[src/hdl/eif_pkg.sv]
// eif_pkg: constants and carriers for the two-channel external interrupt
// edge/noise filter block; shared by the top and the channel module.
package eif_pkg;

  // ----------------------------------------------------------------------
  // register map (printed offsets are not multiples of four: indices)
  // ----------------------------------------------------------------------
  localparam logic [11:0] EXT_IRQ2_CONFIG_IDX = 12'hFD9;
  localparam logic [11:0] EXT_IRQ3_CONFIG_IDX = 12'hFDA;
  localparam logic [13:0] EXT_IRQ2_CONFIG_ADDR = {EXT_IRQ2_CONFIG_IDX, 2'h0};
  localparam logic [13:0] EXT_IRQ3_CONFIG_ADDR = {EXT_IRQ3_CONFIG_IDX, 2'h0};
  localparam int          ADDR_W    = 14;
  localparam int          NUM_CHAN  = 2;

  // ----------------------------------------------------------------------
  // field layout of each config register
  // ----------------------------------------------------------------------
  localparam int RATE_LSB  = 0;
  localparam int EDGE_LSB  = 2;
  localparam int LEVEL_BIT = 4;
  localparam logic [7:0] CFG_RESET = 8'h00;

  typedef enum logic [1:0] {
    EDGE_RISE     = 2'h0,
    EDGE_FALL     = 2'h1,
    EDGE_BOTH     = 2'h2,
    EDGE_RESERVED = 2'h3
  } eif_edge_e;

  // ----------------------------------------------------------------------
  // sampling dividers
  // ----------------------------------------------------------------------
  localparam logic [3:0] DIV_MASK_1  = 4'h0;
  localparam logic [3:0] DIV_MASK_4  = 4'h3;
  localparam logic [3:0] DIV_MASK_8  = 4'h7;
  localparam logic [3:0] DIV_MASK_16 = 4'hF;
  localparam logic [1:0] SLOW_DIV_MASK = 2'h3;  // low_freq_clock / 4
  // samples that must agree before the filtered level moves
  localparam logic [1:0] FILTER_AGREE = 2'h2;

  typedef struct packed {
    eif_edge_e  edgeSel;
    logic [1:0] rate;
  } eif_cfg_s;

  typedef struct packed {
    logic       request;
    logic       level;
  } eif_evt_s;

endpackage : eif_pkg

[src/hdl/eif_channel.sv]
// eif_channel: one channel: pin synchroniser, noise filter, edge detect.
// assumes pin is asynchronous, sample enables are one-cycle pulses on clock.
`timescale 1ns/10ps
module eif_channel
  import eif_pkg::*;
(
  // clock and reset
  input  wire logic     clock,
  input  wire logic     rst_n,
  input  wire logic     clockGate,
  // sampling
  input  wire logic     sampleEn,
  input  wire eif_cfg_s cfg,
  // pin and event
  input  wire logic     pinIn,
  output eif_evt_s      evt
);

  typedef struct packed {
    logic       sync1;
    logic       sync2;
    logic       filtered;
    logic       prevFiltered;
    logic [1:0] agree;
    eif_evt_s   evt;
  } eif_ch_state_s;

  eif_ch_state_s st_reg;
  eif_ch_state_s st_next;

  always_comb begin
    st_next = st_reg;
    st_next.sync1 = pinIn;
    st_next.sync2 = st_reg.sync1;
    st_next.evt.request = 1'b0;
    if (!clockGate) begin
      // clock to the channel stopped: filter state is lost
      st_next.filtered     = 1'b0;
      st_next.prevFiltered = 1'b0;
      st_next.agree        = 2'h0;
    end else if (sampleEn) begin
      // pulse must persist FILTER_AGREE samples to be accepted
      if (st_reg.sync2 == st_reg.filtered) begin
        st_next.agree = 2'h0;
      end else if (st_reg.agree + 2'h1 >= FILTER_AGREE) begin
        st_next.filtered = st_reg.sync2;
        st_next.agree    = 2'h0;
      end else begin
        st_next.agree = st_reg.agree + 2'h1;
      end
      // compare consecutive filtered samples
      st_next.prevFiltered = st_reg.filtered;
      unique case (cfg.edgeSel)
        EDGE_RISE: st_next.evt.request =
          st_reg.filtered & ~st_reg.prevFiltered;
        EDGE_FALL: st_next.evt.request =
          ~st_reg.filtered & st_reg.prevFiltered;
        EDGE_BOTH: st_next.evt.request =
          st_reg.filtered ^ st_reg.prevFiltered;
        default:   st_next.evt.request = 1'b0;  // reserved code
      endcase
      if (st_next.evt.request) begin
        st_next.evt.level = st_reg.filtered;
      end
    end
    if (!clockGate) begin
      st_next.evt = '0;
    end
  end

  always_ff @(posedge clock) begin
    if (!rst_n) begin
      st_reg <= '0;
    end else begin
      st_reg <= st_next;
    end
  end

  assign evt = st_reg.evt;

endmodule : eif_channel

[src/hdl/eif_top.sv]
// eif_top: APB slave with two channel config registers, sample dividers
// and two channel filters. assumes APB master on clock; pins asynchronous.
`timescale 1ns/10ps
module eif_top
  import eif_pkg::*;
(
  // clock and reset
  input  wire logic              clock,
  input  wire logic              rst_n,
  // apb slave
  input  wire logic              psel,
  input  wire logic              penable,
  input  wire logic              pwrite,
  input  wire logic [ADDR_W-1:0] paddr,
  input  wire logic [31:0]       pwdata,
  output logic      [31:0]       prdata,
  output logic                   pready,
  output logic                   pslverr,
  // operating context
  input  wire logic              lowSpeedMode,
  input  wire logic              lowFreqClockTick,
  input  wire logic [1:0]        ext_irq_clock_gate,
  // pins and requests
  input  wire logic              ext_pin_channel_two,
  input  wire logic              ext_pin_channel_three,
  output logic      [1:0]        irqRequest
);

  // ----------------------------------------------------------------------
  // state
  // ----------------------------------------------------------------------
  typedef struct packed {
    eif_cfg_s [NUM_CHAN-1:0] cfg;
    logic     [3:0]          gearDiv;
    logic     [1:0]          slowDiv;
    logic     [1:0]          tickSync;
    logic     [1:0]          gateSync1;
    logic     [1:0]          gateSync2;
    logic                    slowSync1;
    logic                    slowSync2;
    logic                    tickPrev;
    logic     [31:0]         prdata;
    logic                    pready;
    logic                    pslverr;
    logic     [1:0]          irq;
  } eif_state_s;

  eif_state_s st_reg;
  eif_state_s st_next;
  eif_evt_s   chEvt [NUM_CHAN];
  logic       sampleEn [NUM_CHAN];
  logic       pins [NUM_CHAN];
  logic       slowTick;

  assign pins[0] = ext_pin_channel_two;
  assign pins[1] = ext_pin_channel_three;
  assign slowTick = st_reg.tickSync[1] & ~st_reg.tickPrev;

  // ----------------------------------------------------------------------
  // decoding used for reads, writes and sample enables
  // ----------------------------------------------------------------------
  function automatic logic [1:0] decode_chan(input logic [ADDR_W-1:0] a);
    decode_chan = 2'h0;
    if (a == EXT_IRQ2_CONFIG_ADDR) begin
      decode_chan = 2'h1;
    end else if (a == EXT_IRQ3_CONFIG_ADDR) begin
      decode_chan = 2'h2;
    end
  endfunction : decode_chan

  function automatic logic [3:0] rate_mask(input logic [1:0] r);
    unique case (r)
      2'h0: rate_mask = DIV_MASK_1;
      2'h1: rate_mask = DIV_MASK_4;
      2'h2: rate_mask = DIV_MASK_8;
      2'h3: rate_mask = DIV_MASK_16;
    endcase
  endfunction : rate_mask

  // ----------------------------------------------------------------------
  // combinational next state
  // ----------------------------------------------------------------------
  always_comb begin
    logic [1:0] hit;
    hit = decode_chan(paddr);
    st_next = st_reg;
    st_next.tickSync  = {st_reg.tickSync[0], lowFreqClockTick};
    st_next.tickPrev  = st_reg.tickSync[1];
    st_next.gateSync1 = ext_irq_clock_gate;
    st_next.gateSync2 = st_reg.gateSync1;
    st_next.slowSync1 = lowSpeedMode;
    st_next.slowSync2 = st_reg.slowSync1;
    st_next.gearDiv   = st_reg.gearDiv + 4'h1;
    if (slowTick) begin
      st_next.slowDiv = st_reg.slowDiv + 2'h1;
    end
    st_next.pready  = 1'b0;
    st_next.pslverr = 1'b0;
    // zero-wait answer: pready rises in the access cycle itself
    if (psel && !penable) begin
      st_next.pready  = 1'b1;
      st_next.pslverr = (hit == 2'h0);
      st_next.prdata  = 32'h0;
      for (int i = 0; i < NUM_CHAN; i++) begin
        if (!pwrite && hit[i]) begin
          // upper bits zero, level in bit 4
          st_next.prdata[7:0] = {3'h0, chEvt[i].level,
                                 st_reg.cfg[i]};
        end
      end
    end
    for (int i = 0; i < NUM_CHAN; i++) begin
      if (psel && penable && pwrite && st_reg.pready && hit[i]) begin
        st_next.cfg[i] = pwdata[EDGE_LSB+1:RATE_LSB];
      end
      if (!st_reg.gateSync2[i]) begin
        st_next.cfg[i] = CFG_RESET[EDGE_LSB+1:RATE_LSB];
      end
      st_next.irq[i] = chEvt[i].request;
    end
  end

  always_ff @(posedge clock) begin
    if (!rst_n) begin
      st_reg <= '0;
    end else begin
      st_reg <= st_next;
    end
  end

  // ----------------------------------------------------------------------
  // channels
  // ----------------------------------------------------------------------
  generate
    for (genvar g = 0; g < NUM_CHAN; g++) begin : gCh
      always_comb begin
        if (st_reg.slowSync2) begin
          // slow modes ignore the rate field
          sampleEn[g] = slowTick && (st_reg.slowDiv == SLOW_DIV_MASK);
        end else begin
          sampleEn[g] =
            (st_reg.gearDiv & rate_mask(st_reg.cfg[g].rate)) == 4'h0;
        end
      end
      eif_channel uCh (
        .clock     (clock),
        .rst_n     (rst_n),
        .clockGate (st_reg.gateSync2[g]),
        .sampleEn  (sampleEn[g]),
        .cfg       (st_reg.cfg[g]),
        .pinIn     (pins[g]),
        .evt       (chEvt[g])
      );
    end
  endgenerate

  assign prdata     = st_reg.prdata;
  assign pready     = st_reg.pready;
  assign pslverr    = st_reg.pslverr;
  assign irqRequest = st_reg.irq;

endmodule : eif_top

[config.mk]
export PLATFORM = sky130hd
export DESIGN_NAME = eif_top
export DESIGN_NICKNAME = d
export VERILOG_FILES = /design/src/hdl/eif_pkg.sv /design/src/hdl/eif_channel.sv /design/src/hdl/eif_top.sv
export SDC_FILE = /design/constraint.sdc
export NUM_CORES = 1
export LEC_CHECK = 0
export BUFFER_PORTS_ARGS = -buffer_cell sky130_fd_sc_hd__buf_2
export CORE_AREA = 2 2 73 75
export CTS_CLUSTER_DIAMETER = 50
export DETAILED_ROUTE_END_ITERATION = 10
export DIE_AREA = 0 0 75 77
export MAX_ROUTING_LAYER = met4
export PLACE_DENSITY = 0.79
export SYNTH_ARGS = -nofsm -noshare
export SYNTH_HDL_FRONTEND = slang
export SYNTH_HIERARCHICAL = 1
export SYNTH_SLANG_ARGS = --single-unit
[constraint.sdc]
create_clock -name clock -period 2.35 [get_ports clock]
set_input_delay 0.235 -clock clock [delete_from_list [all_inputs] [get_ports clock]]
set_output_delay 0.235 -clock clock [all_outputs]
set_load 0.005 [all_outputs]
# After elaboration in Yosys (flattened, before gate mapping)
# Index checks and enable logic that the tools add are counted.
dict set report op_classes {
  n_eq_ne 15
  bitwise_logic 16
  n_reduce_logical 27
  add_sub_neg 4
  order_cmp 2
  muxes 21
}
# operator count
set op_table {}
lappend op_table {{$pmux W4 S4} 2}
lappend op_table {{$eq A14 B14 Y1 const B} 2}
lappend op_table {{$eq A2 B2 Y1 const B} 7}
lappend op_table {{$mux W2} 7}
lappend op_table {{$reduce_and A3 Y1} 4}
lappend op_table {{$logic_not A2 Y1} 5}
lappend op_table {{$mux W5} 2}
lappend op_table {{$reduce_and A2 Y1} 5}
lappend op_table {{$logic_and A1 B1 Y1} 9}
lappend op_table {{$and A4 B4 Y4} 2}
lappend op_table {{$eq A2 B1 Y1 const B} 4}
lappend op_table {{$logic_not A4 Y1} 2}
lappend op_table {{$mux W4} 2}
lappend op_table {{$not A1 Y1} 7}
lappend op_table {{$add A2 B1 Y2 const B} 3}
lappend op_table {{$mux W1} 6}
lappend op_table {{$pmux W1 S3} 2}
lappend op_table {{$and A1 B1 Y1} 5}
lappend op_table {{$add A4 B1 Y4 const B} 1}
lappend op_table {{$ge A2 B2 Y1 const B} 2}
lappend op_table {{$eq A1 B1 Y1} 2}
lappend op_table {{$logic_not A1 Y1} 2}
lappend op_table {{$xor A1 B1 Y1} 2}
dict set report totals {
  elab_cells 115
  register_bits 51
}

# Depth between registers and ports, before layout
# Gate-level depths: netlist (run 1).
dict set report depth {
  word_depth 9
  ltp_mapped 6
  mapped_depth_nobuf 6
}

# Cells and area by module
# The synthesis (run 1) kept the hierarchy.
# mod instances area_each_um2 seq_area_each_um2 cells_per_inst
set by_module_without_submodules {}
lappend by_module_without_submodules {eif_top 1 1529.0 640.6 162}
lappend by_module_without_submodules {eif_channel 2 382.9 160.2 40}

# Worst setup path before layout (run 1)
# OpenSTA, ideal clock, no wires.
dict set report synth_path {
  path_kind {register -> register}
  startpoint {register st_reg[47] (netlist name)}
  endpoint {register gCh[0].uCh.st_reg (netlist bit gCh[0].uCh/evt[0])}
  setup_slack_ps 653
  arrival_ps 1571
  synth_period_minus_slack_ps 1697
  required_ps 2224
  path_stages_with_launch 6
  cell_sequence {dfxtp_1 > o31ai_1 > o21ai_0 > o21ai_0 > o311ai_4 > mux2i_1}
}
# element line
set synth_rtl {}
lappend synth_rtl {{from (decl)} eif_top.sv:48} ;# eif_state_s st_reg;
lappend synth_rtl {{from (signal assigned)} eif_top.sv:127} ;# st_reg <= st_next;
lappend synth_rtl {{to (signal assigned)} eif_channel.sv:75} ;# st_reg <= st_next;
lappend synth_rtl {{to (decl)} eif_channel.sv:28} ;# eif_ch_state_s st_reg;

# Final worst setup path (run 1)
dict set report layout_path {
  startpoint {register st_reg (netlist bit pready)}
  endpoint {register st_reg[57] (netlist name)}
}
dict set report layout_between {
  elab_chain_cells 2
}
# element line
set layout_lines {}
lappend layout_lines {{$logic_and A1 B1 Y1 (2 in series)} eif_top.sv:113} ;# if (psel && penable && pwrite && st_reg.pready && hit[i]) begin
# Every way passes these cells.
# A chain may end at the register's enable or synchronous reset.

==> out/metrics.cfg, run 1 <==
[pwr]
leakage_nw=1.02
p_per_area_nw_per_um2=569
ir_drop_v=0.000258

[synth]
synth_cells=242
ys_seq_area_share_pct=41.9
syn-mean-instance-area_um2=9.48
ys_ff_latch=48
yosysUniqueCellTypes=36
yosys_warnings=6
synth_area_um2=2290

[clock_tree]
cts_made_buffers=5
cts_sinks=48
htreeDepth=2
cts_tree=done
postCtsHoldBufs=0
clkTransAtPathRegs_ps=80
postCtsSetupRepairBufs=0
clock_latency_ps=290
cts-resized-gates=0
root_buffer=clkbuf_8
clockBufferDepth=2

[final_layout]
multi_input_area_um2=1070
filler_cell_count=478
syn_to_final_growth_pct=7.36
drive_gt1_share_pct=20.6
final_nets=337
seq_area_um2=961
stdcell_area_um2=2460
diodes=0
utilization_pct=49.5
largest_reg_flops=18

[sta]
maxSlewViolCount=0
slew_headroom_pct=57.2
worst_pin_slew_ps=637
rsz0062_at_grt=false
fin_skew_ps=2.18
hold_violations=0
setup_violations=0
max_freq_mhz=652
fin_crit_sh_pct=65.3
setup-tns-final_ps=0
fin_crit_ps=1530

[setup_path]
startpoint_type=register
crit_chain=nand4_1, or4_1, o21ai_1, a21oi_1
critPathMaxFanout=8
critPathKind=reg -> reg
slowest_stage=or4_1
crit_family=simple AND/OR/NAND/NOR gates
slowest_delay_ps=630
cp.arrival_ps=1720
cp_num_buf_inv=0
required_ps=2540
critPathCaptureType=register

[floorplanning]
rows=26
chipHeight_um=77
die-area_um2=5780
die_w_um=75
initial_utilization_pct=46.1
core_um2=4980
ios=93

[route]
wirelength_um=3840
avgRoutedWirePerCell_um=11.2
vias_per_cell=4.65
num_vias=1589
drc=0
ant_nets=0
dr.pass1.iters=6
drtIter0Drc=72

[global_routing]
grt_first_pass_wirelength_um=6310
antenna_found_initial=0
grtUsageTotal_pct=14.7
grt_pass1_vias=1448
grt-ovfl-total=0
grt_max_degree=18

[hold_path]
hp-class=in -> reg

[place]
dpl.hpwl_um=2780
port_buffers=37
placed_cell_area_um2=2380
gp_congestion=0.754

[flow_run]
drv_cap=0

[run_status]
status=completed

cell families after synthesis:
| logic type | after synthesis | share of synthesized area (%) |
|---|---|---|
| adder cells (fa/ha/maj) | 8 | 4.36 |
| buffers and inverters | 57 | 15.6 |
| AO/OA/AOI/OAI | 44 | 13.6 |
| XOR/XNOR | 5 | 1.91 |
| AND/OR/NAND/NOR | 74 | 20.3 |
| other | 1 | 0.163 |
| multiplexers | 5 | 2.18 |
| flip-flops | 48 | 41.9 |
final timing paths:
path | slack [ps] | endpoint | startpoint | depth (start not counted)
max | 820 | st_reg[57] | pready | 4
min | 140 | gCh[1].uCh/st_next[6] | ext_pin_channel_three | 2
max reg2reg | 820 | st_reg[57] | pready | 4
min reg2reg | 440 | irqRequest[0] | gCh[0].uCh/evt[1] | 1
cells in the mapped netlist:
library cell  number  area share (%)
a211oi_1           3            0.98
a21boi_0           1            0.33
a21oi_1           12             2.6
a22o_1             9             3.4
and2_1            19             5.2
and2b_4            2            0.87
buf_1              1            0.16
buf_2              1            0.22
buf_4             38              12
clkbuf_1           3            0.49
conb_1             1            0.16
dfxtp_1           48              42
ha_1               8             4.4
inv_1             14             2.3
mux2i_1            5             2.2
nand2_1            8             1.3
nand2b_1           4             1.1
nand3_1           19             4.1
nand4_1            2            0.55
nand4bb_1          1            0.49
nand4bb_4          1             1.2
nor2_1             5            0.82
nor2b_1            5             1.4
nor2b_2            2            0.76
nor3_1             2            0.44
nor4_2             1            0.55
nor4_4             1            0.93
o21ai_0            4            0.87
o21ai_1           10             2.2
o22ai_1            1            0.27
o311ai_4           2             2.3
o31ai_1            2            0.65
or2_1              1            0.27
or4_1              1            0.33
xnor2_1            1            0.38
xor2_1             4             1.5
power by group:
group	internal [W]	switching, W	leakage [nW]	total, W
Sequential	0.000830	0.0000123	0.390	0.000842
Clock	0.000202	0.000264	0.0400	0.000465
Combinational	0.0000418	0.0000534	0.592	0.0000951
Total	0.00107	0.000329	1.02	0.00140
per-stage QoR:
| step | instances | worst slack (ps) | total power [W] | hold WS [ps] |
|---|---|---|---|---|
| floorplan | 268 | 653 | 0.000944 | 357 |
| global placement | 335 | 697 | 0.000953 | 416 |
| detailed placement | 335 | 670 | 0.000955 | 420 |
| CTS | 342 | 830 | 0.00142 | 124 |
| global route | 342 | 728 | 0.00147 | 128 |
| finish | 342 | 816 | 0.00140 | 138 |
final cells by class:
type                    instances  share of cell area [%]
flip-flops and latches         48                    39.0
clock inverters                 2                   0.508
repair buffers                 40                    8.43
well taps                      70                    3.56
clock buffers                   5                    2.79
multi-input cells             163                    43.6
inverters                      14                    2.13
layer usage:
layer	part of all wire, %	track usage [%]	vias to the layer above
met4	1.0	6.43	0
li1	-	-	815
met1	42	16.5	732
met2	52	23.6	38
met3	5.0	4.34	4
met5	0	-	-
placed cells by master, fill, tap and decap left out, types with 3 or more instances in the layout:
master,count
a211oi_1,3
a21oi_1,12
a22o_1,9
and2_1,19
buf_2,37
buf_4,3
clkbuf_8,5
conb_1,27
dfxtp_1,48
ha_1,8
inv_1,14
mux2i_1,5
nand2_1,8
nand2b_1,4
nand3_1,19
nor2_1,5
nor2b_1,5
o21ai_0,4
o21ai_1,10
xor2_1,4
Power figures use the tool's default switching activity.
==> run 2: changes to the inputs <==
CORE_AREA = 2 2 77 79   (was 2 2 73 75)
DIE_AREA = 0 0 79 81   (was 0 0 75 77)
PLACE_DENSITY = 0.75   (was 0.79)
clock period = 1.3 ns   (was 2.35 ns; I/O delays follow)
==> out/metrics.cfg, run 2 (synthesis gave the netlist of run 1 again) <==
[run_status]
status=finished, violations left
violations=negative setup slack

[place]
dp_cells=360  ; +7.5%
dp_slack_ps=-223  ; -893 ps
dpl.hpwl_um=2930  ; +5.6%
gp_congestion=0.874  ; +16%
placed_cell_area_um2=2550  ; +7.0%
port_buffers=37  ; unchanged

[setup_path]
worstReg2RegStart=st_reg[48]
slowest_stage=dfxtp_4
cp.arrival_ps=1600  ; -120 ps
crit_chain=o31ai_2, o21ai_1, o21ai_2, buf_6, nand2b_1, a21oi_1
slowest_delay_ps=370  ; -260 ps
crit_family=compound AO/OA/AOI/OAI gates
critPathMaxFanout=5  ; -3
cp_num_buf_inv=1  ; +1
r2r_slack_ps=-120  ; -940 ps
startpoint_type=register
critPathKind=reg -> reg
reg2reg_depth=6  ; +2
required_ps=1470  ; -1070 ps
r2r_end=gCh[1].uCh/st_reg[2]
critPathCaptureType=register

[clock_tree]
cts_tree=done
htreeDepth=2  ; unchanged
cts_sinks=48  ; unchanged
clock_latency_ps=290  ; about the same
cts_made_buffers=5  ; unchanged
postCtsHoldBufs=0  ; unchanged
root_buffer=clkbuf_8
clockBufferDepth=2  ; unchanged
clkTransAtPathRegs_ps=80  ; about the same

[route]
ant_nets=0  ; unchanged
drc=0  ; unchanged
num_vias=1673  ; +5.3%
wirelength_um=4010  ; +4.4%
avgRoutedWirePerCell_um=10.9  ; -3.0%
drtIter0Drc=76  ; +5.6%
vias_per_cell=4.55  ; -2.2%
dr.pass1.iters=4  ; -2

[pwr]
ir_drop_v=0.000580  ; +130%
p_per_area_nw_per_um2=962  ; +69%
leakage_nw=1.14  ; +11%
finalPower_w=0.00261  ; +86%

[global_routing]
grtUsageTotal_pct=13.8  ; -0.90 points
grt_pass1_vias=1618  ; +12%
grt_first_pass_wirelength_um=6710  ; +6.2%
grt-ovfl-total=0  ; unchanged
antenna_found_initial=0  ; unchanged
grt_max_degree=30  ; +12

[sta]
setup-tns-final_ps=-891  ; -891 ps
fin_crit_sh_pct=110  ; +44 points
maxSlewViolCount=0  ; unchanged
fin_skew_ps=7.93  ; +5.74 ps
hold_violations=0  ; unchanged
max_freq_mhz=702  ; +7.7%
rsz0062_at_grt=true
setup_violations=17  ; +17
fin_crit_ps=1420  ; -109 ps
setup_ws_ps=-124  ; -941 ps

[floorplanning]
die-area_um2=6400  ; +11%
rows=28  ; +7.7%
initial_utilization_pct=40.4  ; -5.7 points
die_w_um=79  ; +5.3%
chipHeight_um=81  ; +5.2%
ios=93  ; unchanged
core_um2=5680  ; +14%

[final_layout]
stdcell_area_um2=2710  ; +10%
final_cell_mix=dfxtp_1 (45), buf_2 (37), conb_1 (27)
filler_cell_count=576  ; +21%
syn_to_final_growth_pct=18.0
stdcell_count=368  ; +7.6%
drive_gt1_share_pct=32.1  ; +11 points
largest_reg_flops=18  ; unchanged
diodes=0  ; unchanged
final_common_cell=dfxtp_1
final_nets=357  ; +5.9%

[hold_path]
hp-class=in -> reg
whs_endpoint=st_next[40]
whs_path_depth=2  ; unchanged
hp-start=ext_irq_clock_gate[1]

[flow_run]
drv_cap=0  ; unchanged

run 2: metal layers:
layer / vias up / GRT usage, % / wire (um)
met5: - / - / 0
met4: 0 / 7.41 / 74
met3: 7 / 3.56 / 161
met2: 40 / 23.1 / 2100
met1: 770 / 15.0 / 1680
li1: 856 / - / -
run 2: worst reg2reg max path, stage by stage, from the launching register on:
cell	delay, ps
dfxtp_4	370
o31ai_2	200
o21ai_1	120
o21ai_2	280
buf_6	170
nand2b_1	100
a21oi_1	60
run 2: power breakdown:
part           internal, W  total (W)  switching (W)
clock             0.000434   0.000879       0.000445
sequential         0.00150    0.00153      0.0000235
combinational    0.0000969   0.000203       0.000106
run 2: how the worst max path moves through the flow:
stage,startpoint,endpoint,cells past startpoint
5_1_grt,st_reg[48],gCh[1].uCh/st_reg[5],7
2_1_floorplan,paddr[0],st_reg[51],5
4_1_cts,st_reg[48],gCh[1].uCh/st_reg[2],6
6_report,st_reg[48],gCh[1].uCh/st_reg[2],6
3_5_place_dp,paddr[0],st_reg[57],5
3_3_place_gp,paddr[0],st_reg[54],5
run 2: per-stage QoR:
step / utilization [%] / hold slack [ps]
after floorplan: - / 252
after global placement: 44.9 / 336
after detailed placement: 44.9 / 340
after CTS: 46.8 / 29.5
after global routing: 47.7 / 34.4
final: 47.7 / 35.8
run 2: area by class of cell:
class	count	area, um^2	share of cell area (%)
tap	75	93.8	3.46
timing repair buffer	60	365	13.5
multi-input combinational	163	1140	42.1
inverter	14	52.6	1.94
sequential	48	967	35.7
clock buffer	8	90.1	3.33
run 2: timing repair:
item	in CTS	in global routing
endpoints found under the setup margin	20	20
setup buffers	0	0
gates resized for setup	6	12
endpoints found under the hold margin	0	0
pin swaps	9	4
cloned	0	0
